$ cat src/vptc_pkg.sv
// Constants, register map and helpers for the valve position teach controller
//
// Overview of operation
// - Three-solenoid profile: input 0 drives main, 1 upper lift, 2 lower lift only.
// - Three-solenoid profile: closed for pattern 1,0,1,0; open for pattern 0,0,0,1.
// - Single-solenoid profile: only closed and open; signal c unused; input 0 drives main.
// - Feedback only while position lies within plus or minus 1 mm of taught position.
// - Measurement covers 0 to 72 mm; all taught positions lie inside that span.
// - Teach-in starts only after the key is held continuously for 3 seconds.
// - During teach-in light indicator, drive valve through each position, capture each.
// - Captured positions are written to nonvolatile storage to survive power loss.
// - Untaught state blinks indicators 3 to 6 and 9.
// - Teach-in blinks power/diagnosis pair; controller must not command the valve then.
// - Successful teach-in turns indicator off and accepts controller commands again.
// - Failed teach-in blinks teach indicator; retry needs a fresh 3-second press.
// - Pulsation enabled and seat lift commanded: that solenoid toggles on and off.
// - Pulsation on-time and off-time are separately configurable.
// - While pulsing, that seat lift feedback stays asserted regardless of position.
// - Overload on sensor or output current path sets the service request.
package vptc_pkg;
  // Position LSB is 0.01 mm
  localparam int POS_W = 16;
  localparam logic [15:0] SPAN_MAX_POS = 16'h1C20;
  localparam logic [15:0] TOL_POS = 16'h0064;
  localparam logic [15:0] MIN_STROKE_POS = 16'h01F4;
  localparam logic [15:0] MIN_LIFT_POS = 16'h0032;
  localparam int CLK_HZ = 40_000_000;
  localparam int TICK_CYC = CLK_HZ / 1000;
  localparam int TEACH_HOLD_S = 3;
  localparam int TEACH_HOLD_MS = TEACH_HOLD_S * 1000;
  localparam int SETTLE_MS = 2000;
  localparam int BLINK_MS = 500;
  localparam int PULSE_MIN_S = 30;
  localparam logic [15:0] PULSE_RST = 16'(PULSE_MIN_S * 1000);
  // Register byte offsets
  localparam logic [5:0] REG_CTRL = 6'h00;
  localparam logic [5:0] REG_STATUS = 6'h04;
  localparam logic [5:0] REG_IRQ_ST = 6'h08;
  localparam logic [5:0] REG_IRQ_MASK = 6'h0C;
  localparam logic [5:0] REG_PULSE_ON = 6'h10;
  localparam logic [5:0] REG_PULSE_OFF = 6'h14;
  localparam logic [5:0] REG_POSITION = 6'h18;
  localparam logic [5:0] REG_REF0 = 6'h1C;
  // Control bits
  localparam int CTRL_THREE = 0;
  localparam int CTRL_PULSE = 1;
  localparam logic [1:0] CTRL_RST = 2'h1;
  // Interrupt bits
  localparam int IRQ_DONE = 0;
  localparam int IRQ_FAIL = 1;
  localparam int IRQ_OVL = 2;
  localparam int IRQ_START = 3;
  localparam int IRQ_N = 4;
  // Nonvolatile words: four positions then a marker
  localparam logic [2:0] NV_LAST = 3'h4;
  localparam logic [15:0] NV_MARK = 16'hA5C3;
  typedef enum logic [3:0] {
    ST_LOAD = 4'h0,
    ST_RUN = 4'h1,
    ST_T_CLOSE = 4'h2,
    ST_T_OPEN = 4'h3,
    ST_T_UPPER = 4'h4,
    ST_T_LOWER = 4'h5,
    ST_T_BASE = 4'h6,
    ST_STORE = 4'h7,
    ST_FAIL = 4'h8
  } vptc_state_t;

  function automatic logic [15:0] absdiff(input logic [15:0] a, input logic [15:0] b);
    absdiff = (a > b) ? a - b : b - a;
  endfunction

  function automatic logic [31:0] be_merge(input logic [31:0] old, input logic [31:0] nw,
                                           input logic [3:0] be);
    logic [31:0] r;
    r = old;
    for (int i = 0; i < 4; i++)
      if (be[i])
        r[i*8 +: 8] = nw[i*8 +: 8];
    be_merge = r;
  endfunction
endpackage

$ cat src/vptc_sync.sv
// Two-stage synchroniser for pin inputs
`timescale 1ns/1ps
`default_nettype none
module vptc_sync #(
  parameter int W = 1
) (
  // Clock and reset
  input wire logic sys_clk_i,
  input wire logic reset_i,
  // Data
  input wire logic [W-1:0] d_i,
  output logic [W-1:0] q_o
);
  logic [W-1:0] meta_q;

  always_ff @(posedge sys_clk_i)
  begin
    if (reset_i)
    begin
      meta_q <= '0;
      q_o <= '0;
    end
    else
    begin
      meta_q <= d_i;
      q_o <= meta_q;
    end
  end
endmodule // vptc_sync
`default_nettype wire

$ cat src/vptc_window.sv
// Tolerance window compare of a measured position against a taught position
`timescale 1ns/1ps
`default_nettype none
module vptc_window (
  // Positions
  input wire logic [15:0] pos_i,
  input wire logic [15:0] ref_i,
  // Result
  output logic in_o
);
  assign in_o = vptc_pkg::absdiff(pos_i, ref_i) <= vptc_pkg::TOL_POS;
endmodule // vptc_window
`default_nettype wire

$ cat src/vptc_top.sv
// Valve position teach controller: solenoids, feedback, teach-in, pulsation, registers
//
// Implementation choices: the Avalon-MM slave port and the register offsets.
`timescale 1ns/1ps
`default_nettype none
module vptc_top #(
  parameter int TICK_CYC = vptc_pkg::TICK_CYC,
  parameter int SETTLE_MS = vptc_pkg::SETTLE_MS
) (
  // Clock and reset
  input wire logic sys_clk_i,
  input wire logic reset_i,
  // Avalon-MM slave
  input wire logic [5:0] avs_address_i,
  input wire logic avs_read_i,
  input wire logic avs_write_i,
  input wire logic [31:0] avs_writedata_i,
  input wire logic [3:0] avs_byteenable_i,
  output logic [31:0] avs_readdata_o,
  output logic avs_waitrequest_o,
  output logic irq_o,
  // Plant controller pins
  input wire logic [2:0] cmd_i,
  output logic [2:0] solenoid_o,
  output logic fb_closed_o,
  output logic fb_open_o,
  output logic fb_upper_o,
  output logic fb_lower_o,
  // Sensor, key, overload, indicators
  input wire logic [15:0] position_i,
  input wire logic position_valid_i,
  input wire logic teach_key_i,
  input wire logic [1:0] overload_i,
  output logic service_request_o,
  output logic [8:0] led_o,
  // Nonvolatile store
  output logic nvm_req_o,
  output logic nvm_we_o,
  output logic [2:0] nvm_addr_o,
  output logic [15:0] nvm_wdata_o,
  input wire logic [15:0] nvm_rdata_i,
  input wire logic nvm_ack_i
);
  vptc_pkg::vptc_state_t state_q;
  vptc_pkg::vptc_state_t state_d;
  logic [5:0] pins_s;
  logic [2:0] cmd_s;
  logic key_s;
  logic [1:0] ovl_s;
  logic [31:0] tick_cnt_q;
  logic tick_q;
  logic [15:0] key_cnt_q;
  logic key_start;
  logic [15:0] st_cnt_q;
  logic settled;
  logic [2:0] nv_idx_q;
  logic [15:0] pos_q;
  logic [15:0] cap_q [4];
  logic [15:0] ref_q [4];
  logic taught_q;
  logic [3:0] win;
  logic sig_a;
  logic sig_b;
  logic sig_c;
  logic sig_d;
  logic three;
  logic running;
  logic teach_ok;
  logic teaching;
  logic [1:0] ctrl_q;
  logic [15:0] pulse_on_q;
  logic [15:0] pulse_off_q;
  logic pulsing;
  logic phase_q;
  logic [15:0] pcnt_q;
  logic [2:0] sol_d;
  logic [15:0] blink_cnt_q;
  logic blink_q;
  logic ack_q;
  logic bus_req;
  logic [31:0] rd_mux;
  logic [vptc_pkg::IRQ_N-1:0] irq_st_q;
  logic [vptc_pkg::IRQ_N-1:0] irq_mask_q;
  logic [vptc_pkg::IRQ_N-1:0] irq_set;
  logic wr_now;

  vptc_sync #(.W(6)) u_sync (
    .sys_clk_i(sys_clk_i),
    .reset_i(reset_i),
    .d_i({overload_i, teach_key_i, cmd_i}),
    .q_o(pins_s)
  );
  assign cmd_s = pins_s[2:0];
  assign key_s = pins_s[3];
  assign ovl_s = pins_s[5:4];

  // Millisecond tick
  always_ff @(posedge sys_clk_i)
  begin
    if (reset_i)
    begin
      tick_cnt_q <= 32'h0;
      tick_q <= 1'b0;
    end
    else
    begin
      tick_q <= (tick_cnt_q == 32'(TICK_CYC - 1));
      tick_cnt_q <= (tick_cnt_q == 32'(TICK_CYC - 1)) ? 32'h0 : tick_cnt_q + 32'h1;
    end
  end

  // key hold timer; restarts on release
  always_ff @(posedge sys_clk_i)
  begin
    if (reset_i)
      key_cnt_q <= 16'h0;
    else if (!key_s)
      key_cnt_q <= 16'h0;
    else if (tick_q && key_cnt_q != 16'(vptc_pkg::TEACH_HOLD_MS))
      key_cnt_q <= key_cnt_q + 16'h1;
  end
  // one start per press, fresh press needed to retry
  assign key_start = tick_q && key_s && (key_cnt_q == 16'(vptc_pkg::TEACH_HOLD_MS - 1));

  // Measured position
  always_ff @(posedge sys_clk_i)
  begin
    if (reset_i)
      pos_q <= 16'h0;
    else if (position_valid_i)
      pos_q <= position_i;
  end

  assign three = ctrl_q[vptc_pkg::CTRL_THREE];
  assign running = (state_q == vptc_pkg::ST_RUN) && taught_q;
  assign teaching = (state_q >= vptc_pkg::ST_T_CLOSE) && (state_q <= vptc_pkg::ST_STORE);
  assign settled = tick_q && (st_cnt_q == 16'(SETTLE_MS - 1));

  // span check; missing air shows as no stroke
  always_comb
  begin
    teach_ok = (vptc_pkg::absdiff(cap_q[1], cap_q[0]) >= vptc_pkg::MIN_STROKE_POS)
      && (vptc_pkg::absdiff(pos_q, cap_q[0]) <= vptc_pkg::TOL_POS);
    for (int i = 0; i < 4; i++)
      if ((i < 2 || three) && cap_q[i] > vptc_pkg::SPAN_MAX_POS)
        teach_ok = 1'b0;
    if (three && (vptc_pkg::absdiff(cap_q[2], cap_q[0]) < vptc_pkg::MIN_LIFT_POS
        || vptc_pkg::absdiff(cap_q[3], cap_q[0]) < vptc_pkg::MIN_LIFT_POS))
      teach_ok = 1'b0;
  end

  // Sequence control
  always_comb
  begin
    state_d = state_q;
    unique case (state_q)
      vptc_pkg::ST_LOAD:
        if (nvm_ack_i && nv_idx_q == vptc_pkg::NV_LAST)
          state_d = vptc_pkg::ST_RUN;
      vptc_pkg::ST_RUN, vptc_pkg::ST_FAIL:
        if (key_start)
          state_d = vptc_pkg::ST_T_CLOSE;
      // walk closed, open, lifts (three-solenoid only), back to basic
      vptc_pkg::ST_T_CLOSE:
        if (settled)
          state_d = vptc_pkg::ST_T_OPEN;
      vptc_pkg::ST_T_OPEN:
        if (settled)
          state_d = three ? vptc_pkg::ST_T_UPPER : vptc_pkg::ST_T_BASE;
      vptc_pkg::ST_T_UPPER:
        if (settled)
          state_d = vptc_pkg::ST_T_LOWER;
      vptc_pkg::ST_T_LOWER:
        if (settled)
          state_d = vptc_pkg::ST_T_BASE;
      vptc_pkg::ST_T_BASE:
        if (settled)
          state_d = teach_ok ? vptc_pkg::ST_STORE : vptc_pkg::ST_FAIL;
      vptc_pkg::ST_STORE:
        if (nvm_ack_i && nv_idx_q == vptc_pkg::NV_LAST)
          state_d = vptc_pkg::ST_RUN;
      default:
        state_d = vptc_pkg::ST_FAIL;
    endcase
  end

  always_ff @(posedge sys_clk_i)
  begin
    if (reset_i)
    begin
      state_q <= vptc_pkg::ST_LOAD;
      st_cnt_q <= 16'h0;
      nv_idx_q <= 3'h0;
    end
    else
    begin
      state_q <= state_d;
      if (state_d != state_q)
        st_cnt_q <= 16'h0;
      else if (tick_q)
        st_cnt_q <= st_cnt_q + 16'h1;
      if (state_d != state_q)
        nv_idx_q <= 3'h0;
      else if (nvm_ack_i)
        nv_idx_q <= nv_idx_q + 3'h1;
    end
  end

  // Captures during teach-in
  always_ff @(posedge sys_clk_i)
  begin
    if (reset_i)
      for (int i = 0; i < 4; i++)
        cap_q[i] <= 16'h0;
    else if (settled)
      unique case (state_q)
        vptc_pkg::ST_T_CLOSE: cap_q[0] <= pos_q;
        vptc_pkg::ST_T_OPEN: cap_q[1] <= pos_q;
        vptc_pkg::ST_T_UPPER: cap_q[2] <= pos_q;
        vptc_pkg::ST_T_LOWER: cap_q[3] <= pos_q;
        default: ;
      endcase
  end

  // Taught references: restored at power-up, replaced after a good store
  always_ff @(posedge sys_clk_i)
  begin
    if (reset_i)
    begin
      taught_q <= 1'b0;
      for (int i = 0; i < 4; i++)
        ref_q[i] <= 16'h0;
    end
    else if (state_q == vptc_pkg::ST_LOAD && nvm_ack_i)
    begin
      if (nv_idx_q == vptc_pkg::NV_LAST)
        taught_q <= (nvm_rdata_i == vptc_pkg::NV_MARK);
      else
        ref_q[nv_idx_q[1:0]] <= nvm_rdata_i;
    end
    else if (state_q == vptc_pkg::ST_STORE && nvm_ack_i && nv_idx_q == vptc_pkg::NV_LAST)
    begin
      taught_q <= 1'b1;
      for (int i = 0; i < 4; i++)
        ref_q[i] <= cap_q[i];
    end
    else if (state_d == vptc_pkg::ST_FAIL)
      taught_q <= 1'b0;
  end

  // nonvolatile read at power-up, write after teach
  assign nvm_req_o = (state_q == vptc_pkg::ST_LOAD) || (state_q == vptc_pkg::ST_STORE);
  assign nvm_we_o = (state_q == vptc_pkg::ST_STORE);
  assign nvm_addr_o = nv_idx_q;
  assign nvm_wdata_o = (nv_idx_q == vptc_pkg::NV_LAST) ? vptc_pkg::NV_MARK : cap_q[nv_idx_q[1:0]];

  genvar g;
  generate
    for (g = 0; g < 4; g++)
    begin : g_win
      vptc_window u_win (
        .pos_i(pos_q),
        .ref_i(ref_q[g]),
        .in_o(win[g])
      );
    end
  endgenerate

  // Position signals a..d from taught windows
  assign sig_a = win[0] || (three && win[3]);
  assign sig_b = three && win[2];
  assign sig_c = three && (win[0] || win[2]);
  assign sig_d = win[1];

  // pulsation phase; separate on and off times
  assign pulsing = running && three && ctrl_q[vptc_pkg::CTRL_PULSE] && (cmd_s[1] || cmd_s[2]);
  always_ff @(posedge sys_clk_i)
  begin
    if (reset_i || !pulsing)
    begin
      phase_q <= 1'b1;
      pcnt_q <= 16'h0;
    end
    else if (tick_q)
    begin
      if ({1'b0, pcnt_q} + 17'h1 >= {1'b0, phase_q ? pulse_on_q : pulse_off_q})
      begin
        phase_q <= !phase_q;
        pcnt_q <= 16'h0;
      end
      else
        pcnt_q <= pcnt_q + 16'h1;
    end
  end

  // Solenoid drive per state
  always_comb
  begin
    sol_d = 3'h0;
    unique case (state_q)
      vptc_pkg::ST_T_OPEN: sol_d = 3'h1;
      vptc_pkg::ST_T_UPPER: sol_d = 3'h2;
      vptc_pkg::ST_T_LOWER: sol_d = 3'h4;
      vptc_pkg::ST_RUN:
        if (taught_q)
        begin
          // one input, one solenoid; single profile main only
          sol_d[0] = cmd_s[0];
          sol_d[1] = three && cmd_s[1] && (phase_q || !pulsing);
          sol_d[2] = three && cmd_s[2] && (phase_q || !pulsing);
        end
      default: sol_d = 3'h0;
    endcase
  end

  // Solenoids and feedback outputs
  always_ff @(posedge sys_clk_i)
  begin
    if (reset_i)
    begin
      solenoid_o <= 3'h0;
      fb_closed_o <= 1'b0;
      fb_open_o <= 1'b0;
      fb_upper_o <= 1'b0;
      fb_lower_o <= 1'b0;
    end
    else
    begin
      solenoid_o <= sol_d;
      // closed 1,0,1,0 and open 0,0,0,1; signal c ignored in single profile
      fb_closed_o <= running && sig_a && !sig_b && (sig_c || !three) && !sig_d;
      fb_open_o <= running && !sig_a && !sig_b && !sig_c && sig_d;
      // lifts 0,1,1,0 and 1,0,0,0; forced while pulsing
      fb_upper_o <= running && three && ((!sig_a && sig_b && sig_c && !sig_d) || (pulsing && cmd_s[1]));
      fb_lower_o <= running && three && ((sig_a && !sig_b && !sig_c && !sig_d) || (pulsing && cmd_s[2]));
    end
  end

  // Blink timebase
  always_ff @(posedge sys_clk_i)
  begin
    if (reset_i)
    begin
      blink_cnt_q <= 16'h0;
      blink_q <= 1'b0;
    end
    else if (tick_q)
    begin
      if (blink_cnt_q == 16'(vptc_pkg::BLINK_MS - 1))
      begin
        blink_cnt_q <= 16'h0;
        blink_q <= !blink_q;
      end
      else
        blink_cnt_q <= blink_cnt_q + 16'h1;
    end
  end

  // Indicators, bit n is indicator n+1
  always_ff @(posedge sys_clk_i)
  begin
    if (reset_i)
      led_o <= 9'h0;
    else
    begin
      led_o <= 9'h0;
      led_o[0] <= solenoid_o[1] || solenoid_o[2];
      led_o[1] <= solenoid_o[0];
      led_o[7] <= service_request_o;
      if (teaching)
      begin
        // teach indicator lit; power/diagnosis pair alternates
        led_o[8] <= 1'b1;
        led_o[2] <= blink_q;
        led_o[3] <= !blink_q;
      end
      else if (state_q == vptc_pkg::ST_FAIL)
      begin
        led_o[8] <= blink_q;
        led_o[2] <= 1'b1;
      end
      else if (state_q == vptc_pkg::ST_RUN && !taught_q)
      begin
        led_o[5:2] <= {4{blink_q}};
        led_o[8] <= blink_q;
      end
      else if (running)
      begin
        led_o[2] <= !service_request_o || blink_q;
        led_o[3] <= service_request_o && !blink_q;
        led_o[4] <= fb_closed_o;
        led_o[5] <= fb_open_o;
      end
    end
  end

  // Avalon-MM: one wait cycle per access
  assign bus_req = avs_read_i || avs_write_i;
  assign avs_waitrequest_o = bus_req && !ack_q;
  assign wr_now = avs_write_i && ack_q;

  always_comb
  begin
    rd_mux = 32'h0;
    unique case (avs_address_i)
      vptc_pkg::REG_CTRL: rd_mux = {30'h0, ctrl_q};
      vptc_pkg::REG_STATUS:
        rd_mux = {16'h0, solenoid_o, fb_lower_o, fb_upper_o, fb_open_o, fb_closed_o,
                  sig_d, sig_c, sig_b, sig_a, taught_q, state_q};
      vptc_pkg::REG_IRQ_ST: rd_mux = {28'h0, irq_st_q};
      vptc_pkg::REG_IRQ_MASK: rd_mux = {28'h0, irq_mask_q};
      vptc_pkg::REG_PULSE_ON: rd_mux = {16'h0, pulse_on_q};
      vptc_pkg::REG_PULSE_OFF: rd_mux = {16'h0, pulse_off_q};
      vptc_pkg::REG_POSITION: rd_mux = {16'h0, pos_q};
      6'h1C, 6'h20, 6'h24, 6'h28: rd_mux = {16'h0, ref_q[2'(avs_address_i[5:2] - 4'h7)]};
      default: rd_mux = 32'h0;
    endcase
  end

  always_ff @(posedge sys_clk_i)
  begin
    if (reset_i)
    begin
      ack_q <= 1'b0;
      avs_readdata_o <= 32'h0;
    end
    else
    begin
      ack_q <= bus_req && !ack_q;
      if (avs_read_i && !ack_q)
        avs_readdata_o <= rd_mux;
    end
  end

  // Writable registers
  always_ff @(posedge sys_clk_i)
  begin
    if (reset_i)
    begin
      ctrl_q <= vptc_pkg::CTRL_RST;
      irq_mask_q <= '0;
      pulse_on_q <= vptc_pkg::PULSE_RST;
      pulse_off_q <= vptc_pkg::PULSE_RST;
    end
    else if (wr_now)
    begin
      unique case (avs_address_i)
        vptc_pkg::REG_CTRL:
          ctrl_q <= 2'(vptc_pkg::be_merge({30'h0, ctrl_q}, avs_writedata_i, avs_byteenable_i));
        vptc_pkg::REG_IRQ_MASK:
          irq_mask_q <= 4'(vptc_pkg::be_merge({28'h0, irq_mask_q}, avs_writedata_i, avs_byteenable_i));
        vptc_pkg::REG_PULSE_ON:
          pulse_on_q <= 16'(vptc_pkg::be_merge({16'h0, pulse_on_q}, avs_writedata_i, avs_byteenable_i));
        vptc_pkg::REG_PULSE_OFF:
          pulse_off_q <= 16'(vptc_pkg::be_merge({16'h0, pulse_off_q}, avs_writedata_i, avs_byteenable_i));
        default: ;
      endcase
    end
  end

  // Sticky events, write one to clear, set wins
  always_comb
  begin
    irq_set = '0;
    irq_set[vptc_pkg::IRQ_DONE] = state_q == vptc_pkg::ST_STORE && state_d == vptc_pkg::ST_RUN;
    irq_set[vptc_pkg::IRQ_FAIL] = state_q != vptc_pkg::ST_FAIL && state_d == vptc_pkg::ST_FAIL;
    irq_set[vptc_pkg::IRQ_OVL] = |ovl_s;
    irq_set[vptc_pkg::IRQ_START] = key_start && !teaching && state_q != vptc_pkg::ST_LOAD;
  end

  always_ff @(posedge sys_clk_i)
  begin
    if (reset_i)
      irq_st_q <= '0;
    else if (wr_now && avs_address_i == vptc_pkg::REG_IRQ_ST && avs_byteenable_i[0])
      irq_st_q <= (irq_st_q & ~avs_writedata_i[vptc_pkg::IRQ_N-1:0]) | irq_set;
    else
      irq_st_q <= irq_st_q | irq_set;
  end

  assign irq_o = |(irq_st_q & irq_mask_q);
  assign service_request_o = irq_st_q[vptc_pkg::IRQ_OVL];
endmodule // vptc_top
`default_nettype wire

$ cat config.mk
export PLATFORM = sky130hd
export DESIGN_NAME = vptc_top
export DESIGN_NICKNAME = d
export VERILOG_FILES = /design/src/vptc_pkg.sv /design/src/vptc_sync.sv /design/src/vptc_window.sv /design/src/vptc_top.sv
export SDC_FILE = /design/constraint.sdc
export NUM_CORES = 1
export LEC_CHECK = 0
export BUFFER_PORTS_ARGS = -buffer_cell sky130_fd_sc_hd__buf_2
export CORE_MARGIN = 2
export CORE_UTILIZATION = 42
export CTS_BUF_LIST = sky130_fd_sc_hd__clkbuf_8
export DETAILED_ROUTE_END_ITERATION = 8
export SLEW_MARGIN = 20
export SYNTH_ARGS = -nofsm -noshare
export SYNTH_HDL_FRONTEND = slang
export SYNTH_SLANG_ARGS = --single-unit
$ cat constraint.sdc
create_clock -name sys_clk_i -period 5.8 [get_ports sys_clk_i]
set_input_delay 0.29 -clock sys_clk_i [delete_from_list [all_inputs] [get_ports sys_clk_i]]
set_output_delay 0.29 -clock sys_clk_i [all_outputs]
set_load 0.01 [all_outputs]
Word level (Yosys, flattened, before mapping)

Memory sizes are Yosys's and may differ from the RTL's. A register that Yosys moved wholly into a read port is not among the register bits.
Index checks and enable logic that the tools add are counted.

Mux-type cells: 82
Eq/ne operators: 30
Add/sub/neg operators: 24
Reduce and logical (&&, ||, !) cells: 101
$lt $le $gt $ge: 23
Bitwise operators: 14

Operators with widths:

| kind                                                                    | number |
|---|---|
| 16-bit 2-to-1 mux                                                       | 21 |
| 16-bit subtractor                                                       | 16 |
| 16-bit > comparator                                                     | 8 |
| 16-bit case mux with 8 select lines                                     | 1 |
| 16-bit by 7-bit <= comparator with 1-bit output (second input constant) | 5 |
| 16-bit by 1-bit adder with 16-bit output (second input constant)        | 4 |
| 16-bit by 13-bit > comparator with 1-bit output (second input constant) | 4 |
| 1-bit logical AND                                                       | 53 |
| 4-bit 2-to-1 mux                                                        | 11 |
| 1-bit 2-to-1 mux                                                        | 40 |
| 32-bit by 1-bit adder with 32-bit output (second input constant)        | 1 |
| 32-bit by 16-bit == test with 1-bit output (second input constant)      | 1 |
| 16-bit by 6-bit < comparator with 1-bit output (second input constant)  | 2 |
| 4-bit case mux with 7 select lines                                      | 1 |
| 6-bit by 5-bit == test with 1-bit output (second input constant)        | 4 |
| 6-bit == test (second input constant)                                   | 3 |
| 3-bit AND reduction                                                     | 6 |
| 16-bit by 1-bit adder with 17-bit output (second input constant)        | 1 |
| 17-bit by 16-bit >= comparator with 1-bit output                        | 1 |
| 16-bit by 11-bit == test with 1-bit output (second input constant)      | 1 |
| 16-bit by 12-bit == test with 1-bit output (second input constant)      | 1 |
| 16-bit == test (second input constant)                                  | 1 |
| 16-bit by 9-bit == test with 1-bit output (second input constant)       | 1 |
| 4-bit by 3-bit == test with 1-bit output (second input constant)        | 4 |
| other kinds (34)                                                        | 83 |

Input port bits: 86
Flip-flop bits (word level): 226
Memories kept: 2
Output and inout port bits: 72
Memory bits (writable): 128

Memories:

| memory | depth | bits a word | rd ports | clocked after memory_dff | wr ports | RTL line       | RTL |
|---|---|---|---|---|---|---|---|
| cap_q  | 4     | 16          | 5        | 1                        | 4        | vptc_top.sv:58 | `logic [15:0] cap_q [4];` |
| ref_q  | 4     | 16          | 5        | 0                        | 4        | vptc_top.sv:59 | `logic [15:0] ref_q [4];` |

Longest topological paths before layout

Gate-level depths: netlist of the first run.
An unclocked memory read counts as a cell.

Depth in word-level cells: 17
Gate-level depth with buffers: 19
Depth with buffers taken out: 19

Hierarchy

From an unflattened synthesis of the first run, not the netlist that was laid out.

Cell total of the unflattened synthesis: 3532
Area, all modules: 29748.5 um2

By module, submodules not included:

| module                           | instances | area an instance (um2) | cells an instance |
|---|---|---|---|
| vptc_top                         | 1         | 22495.3                | 2499 |
| vptc_window (g_win[0].u_win ...) | 2         | 1731.7                 | 246 |
| vptc_window (g_win[2].u_win ...) | 2         | 1711.6                 | 258 |
| vptc_sync                        | 1         | 366.6                  | 25 |

Least setup slack after synthesis of the first run

OpenSTA, ideal clock, no wires.

Path kind: flip-flop to flip-flop
Start: register pos_q[11]
End: register fb_lower_o
Required time: 5730 ps
Clock period less this slack: 3959 ps
Setup slack: 1841 ps
Arrival time: 3889 ps
Path buffers: 1
Stages on the path, launching flop included: 16
Setup time: 70 ps
Cell sequence: dfxtp_1 -> inv_1 -> ha_1 -> buf_6 -> a2111oi_4 -> o21ai_1 -> a221o_2 -> a21o_1 -> nand2_4 -> mux2_2 -> a2bb2oi_1 -> and4b_1 -> o21ai_1 -> or4_1 -> or3_1 -> a21oi_1

Word-level cells in the longest chain between the ends: 10

RTL lines:

| element                                                         | RTL line          | RTL |
|---|---|---|
| start: declaration                                              | vptc_top.sv:57    | `logic [15:0] pos_q;` |
| start signal: assignment                                        | vptc_top.sv:131   | `pos_q <= position_i;` |
| 16-bit subtractor / 16-bit > comparator (equally long branches) | vptc_pkg.sv:70    | `absdiff = (a > b) ? a - b : b - a;` |
| 16-bit 2-to-1 mux                                               | vptc_pkg.sv:70    |  |
| 16-bit by 7-bit <= comparator with 1-bit output                 | vptc_window.sv:11 | `assign in_o = vptc_pkg::absdiff(pos_i, ref_i) <= vptc_pkg::TOL_POS;` |
| 1-bit logical AND, or another cell as far along                 | vptc_top.sv:270   | `assign sig_a = win[0] \|\| (three && win[3]);` |
| 1-bit logical OR, or another cell as far along                  | vptc_top.sv:270   |  |
| 1-bit logical AND / 1-bit logical NOT (equally long branches)   | vptc_top.sv:335   | `fb_lower_o <= running && three && ((sig_a && !sig_b && !sig_c && !sig_d) \|\| (pulsing && cmd_s[2]));` |
| 1-bit logical AND                                               | vptc_top.sv:335   |  |
| 1-bit logical AND *                                             | vptc_top.sv:335   |  |
| 1-bit logical OR *                                              | vptc_top.sv:335   |  |
| 1-bit logical AND *                                             | vptc_top.sv:335   |  |
| end signal: assignment                                          | vptc_top.sv:335   |  |
| end: declaration                                                | vptc_top.sv:28    | `output logic fb_lower_o,` |

Mark *: on every way between the ends. The rest lies on a longest branch, timed or not.
A chain may end at the register's enable or synchronous reset.

Worst setup path after layout of the first run

Start: register pos_q[8]
End: register avs_readdata_o[8]

Word-level cells in the longest chain between the ends: 4

RTL lines:

| element                                                         | RTL line          | RTL |
|---|---|---|
| 16-bit subtractor / 16-bit > comparator (equally long branches) | vptc_pkg.sv:70    |  |
| 16-bit 2-to-1 mux                                               | vptc_pkg.sv:70    |  |
| 16-bit by 7-bit <= comparator with 1-bit output                 | vptc_window.sv:11 |  |
| 16-bit case mux with 8 select lines *                           | vptc_top.sv:405   | `unique case (avs_address_i)` |
| end signal: assignment                                          | vptc_top.sv:431   | `avs_readdata_o <= rd_mux;` |
| end: declaration                                                | vptc_top.sv:19    | `output logic [31:0] avs_readdata_o,` |

Marks and branches as above.

==> reports/results.txt, run 1 <==
Mapped Area -> 0.0281 sq mm
Post-Syn Area per Cell -> 8.43 sq um
Fillers -> 6,539
Core Area -> 0.0660 sq mm
WL met3 -> 9370 um
fin. max-slew vios -> 0
Placed Area -> 0.0295 sq mm
antenna viol nets, final -> 0
Synth area leader -> dfxtp_1
cell area after layout -> 0.0312 sq mm
RSZ-0062 raised after global routing -> false
Detailed Place HPWL -> 76,700 um
layout cells sized above 1 -> 0.108
CTS tree -> done
synth top area cells -> dfxtp_1 (15%), edfxtp_1 (14%), ha_1 (12%)
worst slack, placed -> 853 ps
count of boundary I/O pins -> 158
CP Class -> reg -> reg
crit path DAT -> 5690 ps
Vias/cell -> 6.13
GRT Residual Overflow -> 0
worst path bufs/invs -> 3
run status -> finished, final reports clean
clock sink total -> 339
worst vdd ir -> 0.190 mV
Post-Synth Simple-Gate Area -> 0.195
Nets -> 3,807
largest family of logic cells by synthesized area -> compound AO/OA/AOI/OAI gates
total power -> 6.83 mW
Post-synth ARST share -> 0
critical path's top delay family -> compound AO/OA/AOI/OAI gates
via count -> 26,668
global-route wire length before repair -> 154,000 um
area grow syn2layout -> 11.0%
R2R cell count -> 16
Yosys warning count -> 0
Worst Tran Pin Value -> 981 ps
CP required -> 6400 ps
Min-Delay Path Depth -> 3
crit end category -> flop
largest net degree at the start of global routing -> 65
Port Buf Inserts -> 122
H-tree depth -> 2
Initial Utilization -> 0.426
RD Place Congestion -> 0.985
min-delay worst type -> in -> reg
RR Endpoint -> avs_readdata_o[8]
Die H -> 263 um
Max Cap Viol -> 0
Final Hold Violating Endpoints -> 0
xor and xnor area share after synthesis -> 0.0555
Synth cell types -> 108
Worst Path Max Fanout -> 12
metal2 WL -> 44,500 um
PD cells -> 219 mW/mm^2
top-area cell type share of the netlist area -> 0.150
CTS Root Cell -> clkbuf_8
reg-to-reg setup timing slack -> 710 ps
site row count -> 94
final period utilization -> 0.878
clk buf depth -> 3
1st-pass router iterations -> 6
Multi-input gate area -> 0.0185 sq mm
most frequent cell after synthesis -> nand2_1
crit path setup slack, layout -> 708 ps
DR top layer -> met5
WL per Instance -> 23.7 um
Metal-1 WL -> 44,900 um
most frequent CP cell -> buf_4
Inst Count DP -> 4,198
register area -> 0.00807 sq mm
post-synthesis mux area share -> 0.0608
slew margin rel. -> 0.341
initial DRC count -> 2,907
clock-pin slew on the worst setup and hold paths -> 60 ps
drt total wl -> 103,000 um
DRC -> 0
Post-Synthesis Cells -> 3,334
max incr delay on CP -> 650 ps
Clock Skew -> 57.0 ps
post-route insts no fill -> 4,352
slowest CP cell -> ha_1
initial antenna violation count -> 4
Fmax achieved -> 196 MHz
Die X -> 263 um
sequential-to-total area share from yosys stat -> 0.287
top_reg_cell synth -> dfxtp_1
#FFs+latches synth -> 339
Synth Area in Compound Gates -> 0.214
CTS buffer count -> 59
Worst-Skew Late Latency -> 690 ps
most common library cells after synthesis -> nand2_1 (289), ha_1 (278), nor2_1 (276)
Post-synth EDFFs -> 128
Tot GR Track Use -> 0.288
post-layout min period -> 5090 ps
Sum Neg Setup Slack -> 0 ps
vias in the first global route -> 24,629
leak pwr -> 13.0 nW
RR Startpoint -> pos_q[8]
Finish-stage setup viols -> 0
min-delay src -> nvm_ack_i
critical-path cell list -> buf_4 > inv_1 > ha_1 > nand4_1 > nor2_1 > o211ai_1 > a21boi_2 > buf_4 > mux2_2 > a21o_1 > o22ai_1 > xnor2_1 > a211oi_1 > and4_1 > a221oi_1 > nor3_1
die footprint -> 0.0690 sq mm
Startpoint Class -> flop
Synth Area in Adders -> 0.128
[flip-flops by register name, indices dropped and copies added (netlist names), 2 cells and up, named ones only]
name and cells:
cap_q 64, led_o 8, state_q 4, ref_q 64, pcnt_q 16, pulse_off_q 16
irq_st_q 4, st_cnt_q 16, avs_readdata_o 16, u_sync.q_o 6, key_cnt_q 16, blink_cnt_q 16
tick_cnt_q 32, pos_q 16, u_sync.meta_q 6, nvm_addr_o 3, solenoid_o 3, ctrl_q 2
irq_mask_q 4, pulse_on_q 16
[final cells by class]
cell class                      instances  share of cell area
Multi-Input combinational cell       2596               0.592
Clock inverter                         38             0.00923
Inverter                              216              0.0260
Sequential cell                       339               0.259
Antenna cell                            2            0.000160
Timing Repair Buffer                  225              0.0478
Tap cell                              864              0.0347
Clock buffer                           72              0.0318
[routing by layer]
metal / GRT usage / vias up
li1: - / 12372
met1: 0.400 / 12823
met2: 0.440 / 1228
met3: 0.0578 / 239
met4: 0.112 / 6
met5: 0 / -
[how the worst max path moves through the flow]
stage / start / end / slack, ps / cells after the start
floorplan: pos_q[11] / fb_lower_o / 1840 / 15
global placement: pos_q[8] / fb_upper_o / 850 / 15
detailed placement: pos_q[10] / fb_closed_o / 850 / 15
CTS: pos_q[10] / avs_readdata_o[5] / 850 / 15
global route: pos_q[10] / fb_closed_o / 360 / 14
finish: pos_q[8] / avs_readdata_o[8] / 710 / 16
[layout by cell type (no fill, tap or decap), types with 16 or more instances in the layout]
master         netlist  routed
o31ai_1             17      16
buf_4               19      62
dfxtp_1            211     211
mux2i_1             84      84
o211ai_1            21      21
clkbuf_8             0      72
xor2_1              85      85
a22o_1              78      78
a22oi_1             46      46
xnor2_1             93      93
nor2b_1             47      47
buf_2               24     121
nand2b_1            34      34
edfxtp_1           128     128
mux4_2              32      32
a21oi_1            261     260
or2_2               18      18
inv_1              215     230
nor2_1             276     276
and3_1              33      33
and2_1              39      39
a211oi_1            19      19
o21a_1              33      33
o21ai_0            112     109
or3_1               23      23
nor3_1              56      55
nand4_1             66      66
ha_1               278     278
dlygate4sd3_1        0      42
nor4_1              81      80
o21bai_1            25      25
a21o_1              58      58
nand3_1            101     101
a31oi_1             23      23
conb_1               1      17
nand2_1            289     289
[cells by family (layout without fill, tap and decap cells)]
group / Yosys count / after routing
AOI/OAI and AO/OA: 871 / 871
xor gates and xnor gates: 178 / 178
adders and majority gates: 284 / 284
buffers and inverters: 415 / 551
DFF: 339 / 339
muxes: 129 / 129
other: 1 / 19
and+or+nand+nor: 1117 / 1117
[stage by stage]
stage | util | hold WS, ps
after floorplan | - | 414
after global placement | 0.447 | 421
after detailed placement | 0.447 | 428
after CTS | 0.473 | 4.63
after global routing | 0.473 | 17.9
final | 0.473 | 36.2
[what timing repair did]
action	in CTS	in global routing
gates resized for setup	0	0
buffers inserted	0	0
hold buffers	42	0
hold endpoints to repair	67	0
[worst register-to-register path: cells and delay by family, from the launching register on]
kind | cells | cell delay (ps)
AO/OA/AOI/OAI | 6 | 1380
AND/OR/NAND/NOR | 4 | 1220
buffers and inverters | 3 | 970
adder cells (fa/ha/maj) | 1 | 650
multiplexers | 1 | 380
flip-flops | 1 | 310
XOR/XNOR | 1 | 90
[power breakdown]
group / internal, mW / leakage [nW] / switching, mW
combinational: 0.722 / 9.24 / 1.11
sequential: 2.53 / 3.04 / 0.105
clock: 1.28 / 0.712 / 1.09
Power figures use the tool's default switching activity.
==> run 2, diff against run 1 <==
--- a/config.mk
+++ b/config.mk
@@ -12,2 +12,3 @@
 export DETAILED_ROUTE_END_ITERATION = 8
+export PLACE_DENSITY_LB_ADDON = 0.25
 export SLEW_MARGIN = 20
==> constraint.sdc (replaced) <==
create_clock -name sys_clk_i -period 5.8 [get_ports sys_clk_i]
set_input_delay 1.74 -clock sys_clk_i [delete_from_list [all_inputs] [get_ports sys_clk_i]]
set_output_delay 1.74 -clock sys_clk_i [all_outputs]
set_load 0.01 [all_outputs]
==> reports/results.txt, run 2 (synthesis gave the netlist of run 1 again) <==
run status -> finished, final reports clean
clk buf depth -> 3
fin. max-slew vios -> 0
Worst-Skew Late Latency -> 700 ps
layout cells sized above 1 -> 0.107
PD cells -> 216 mW/mm^2
Post-CTS Repair Setup Buffers -> 0
1st-pass router iterations -> 6
post-layout min period -> 5280 ps
RSZ-0062 raised after global routing -> false
leak pwr -> 12.7 nW
H-tree depth -> 2
via count -> 26,282
Clock Skew -> 34.3 ps
clock sink total -> 339
Tot GR Track Use -> 0.279
Vias/cell -> 6.11
area grow syn2layout -> 9.00%
slew margin rel. -> 0.350
Finish-stage setup viols -> 0
Fmax achieved -> 189 MHz
crit path DAT -> 5810 ps
count of boundary I/O pins -> 158
Hold Slack -> 435 ps
min-delay worst type -> reg -> reg
Die X -> 263 um
Max Cap Viol -> 0
drt total wl -> 100,000 um
CP Class -> reg -> reg
CTS Root Cell -> clkbuf_8
WL per Instance -> 23.3 um
commonest non-fill, non-tap cell in the layout -> nand2_1
RD Place Congestion -> 0.983
Port Buf Inserts -> 122
Die H -> 263 um
Detailed Place HPWL -> 74,200 um
Startpoint Class -> flop
GRT Residual Overflow -> 0
most frequent cells in the layout -> nand2_1 (289), ha_1 (278), nor2_1 (276), a21oi_1 (260), inv_1 (230)
# resized after CTS -> 0
final period utilization -> 0.910
largest net degree at the start of global routing -> 83
Worst Path Max Fanout -> 11
vias in the first global route -> 24,182
initial DRC count -> 2,950
clock-pin slew on the worst setup and hold paths -> 60 ps
Multi-input gate area -> 0.0185 sq mm
site row count -> 94
Final Hold Violating Endpoints -> 0
Initial Utilization -> 0.426
CTS buffer count -> 57
die footprint -> 0.0690 sq mm
antenna viol nets, final -> 0
Nets -> 3,761
hold buffers post-CTS -> 0
Sum Neg Setup Slack -> 0 ps
Worst Tran Pin Value -> 968 ps
DRC -> 0
worst vdd ir -> 0.144 mV
CTS tree -> done
Core Area -> 0.0660 sq mm
Fillers -> 6,452
global-route wire length before repair -> 149,000 um
crit end category -> flop
initial antenna violation count -> 2
register area -> 0.00807 sq mm
biggest regs -> cap_q (64), ref_q (64), tick_cnt_q (32)
CP required -> 6330 ps
## run 2: changes by cell type in the layout (fill, tap and decap cells not counted), moves of 2 or more
cell	previous run	this run
buf_4	62	60
clkinvlp_4	3	1
clkbuf_8	72	66
clkinv_1	3	6
dlygate4sd3_1	42	0
## run 2: final timing paths
check / start / endpoint / slack [ps] / cells after the start
hold reg to reg: u_sync.meta_q[0] / u_sync.q_o[0] / 430 / 1
hold / removal: u_sync.meta_q[0] / u_sync.q_o[0] / 430 / 1
setup / recovery: cap_q[0][13] / irq_st_q[1] / 520 / 15
setup reg to reg: cap_q[0][13] / irq_st_q[1] / 520 / 15
## run 2: per-stage QoR
step | setup WS [ps] | utilization | total power [mW] | std cells | instance area (sq um)
after floorplan | 1110 | - | 3.92 | 3350 | 28200
after global placement | 851 | 0.447 | 4.42 | 4196 | 29500
after detailed placement | 748 | 0.447 | 4.42 | 4196 | 29500
after CTS | 753 | 0.464 | 6.60 | 4298 | 30600
after global routing | 386 | 0.464 | 6.92 | 4298 | 30600
final | 520 | 0.464 | 6.63 | 4301 | 30600
## run 2: report_power, final
| group | switching, mW | internal, mW | total, mW |
|---|---|---|---|
| logic | 1.09 | 0.704 | 1.79 |
| clock network | 1.06 | 1.14 | 2.20 |
| registers | 0.109 | 2.53 | 2.64 |
| total | 2.26 | 4.37 | 6.63 |
## run 2: worst max-delay path, cell delays in order, from the launching register on
cell and delay [ps]:
edfxtp_1 780, inv_1 350, ha_1 510, a21o_1 220, a21o_1 180, a221oi_1 450, a21oi_1 110, a31oi_2 530
mux2i_1 290, xor2_1 90, a2111oi_0 360, o311ai_0 350, a2111oi_1 440, buf_4 240, nand2b_1 160, a21oi_1 80
## run 2: layout make-up
type,count,share of cell area
flip-flops and latches,339,0.263
multi-input cells,2596,0.603
clock buffers,66,0.0296
clock inverters,36,0.00796
well taps,864,0.0353
repair buffers,181,0.0345
diodes,3,0.000245
inverters,216,0.0265
## run 2: layer usage
metal	GRT usage	routed length, um	vias to the layer above
met4	0.108	4430	2
met1	0.381	43000	12532
met3	0.0602	9510	244
met2	0.431	43400	1253
met5	0	18	-
li1	-	-	12251
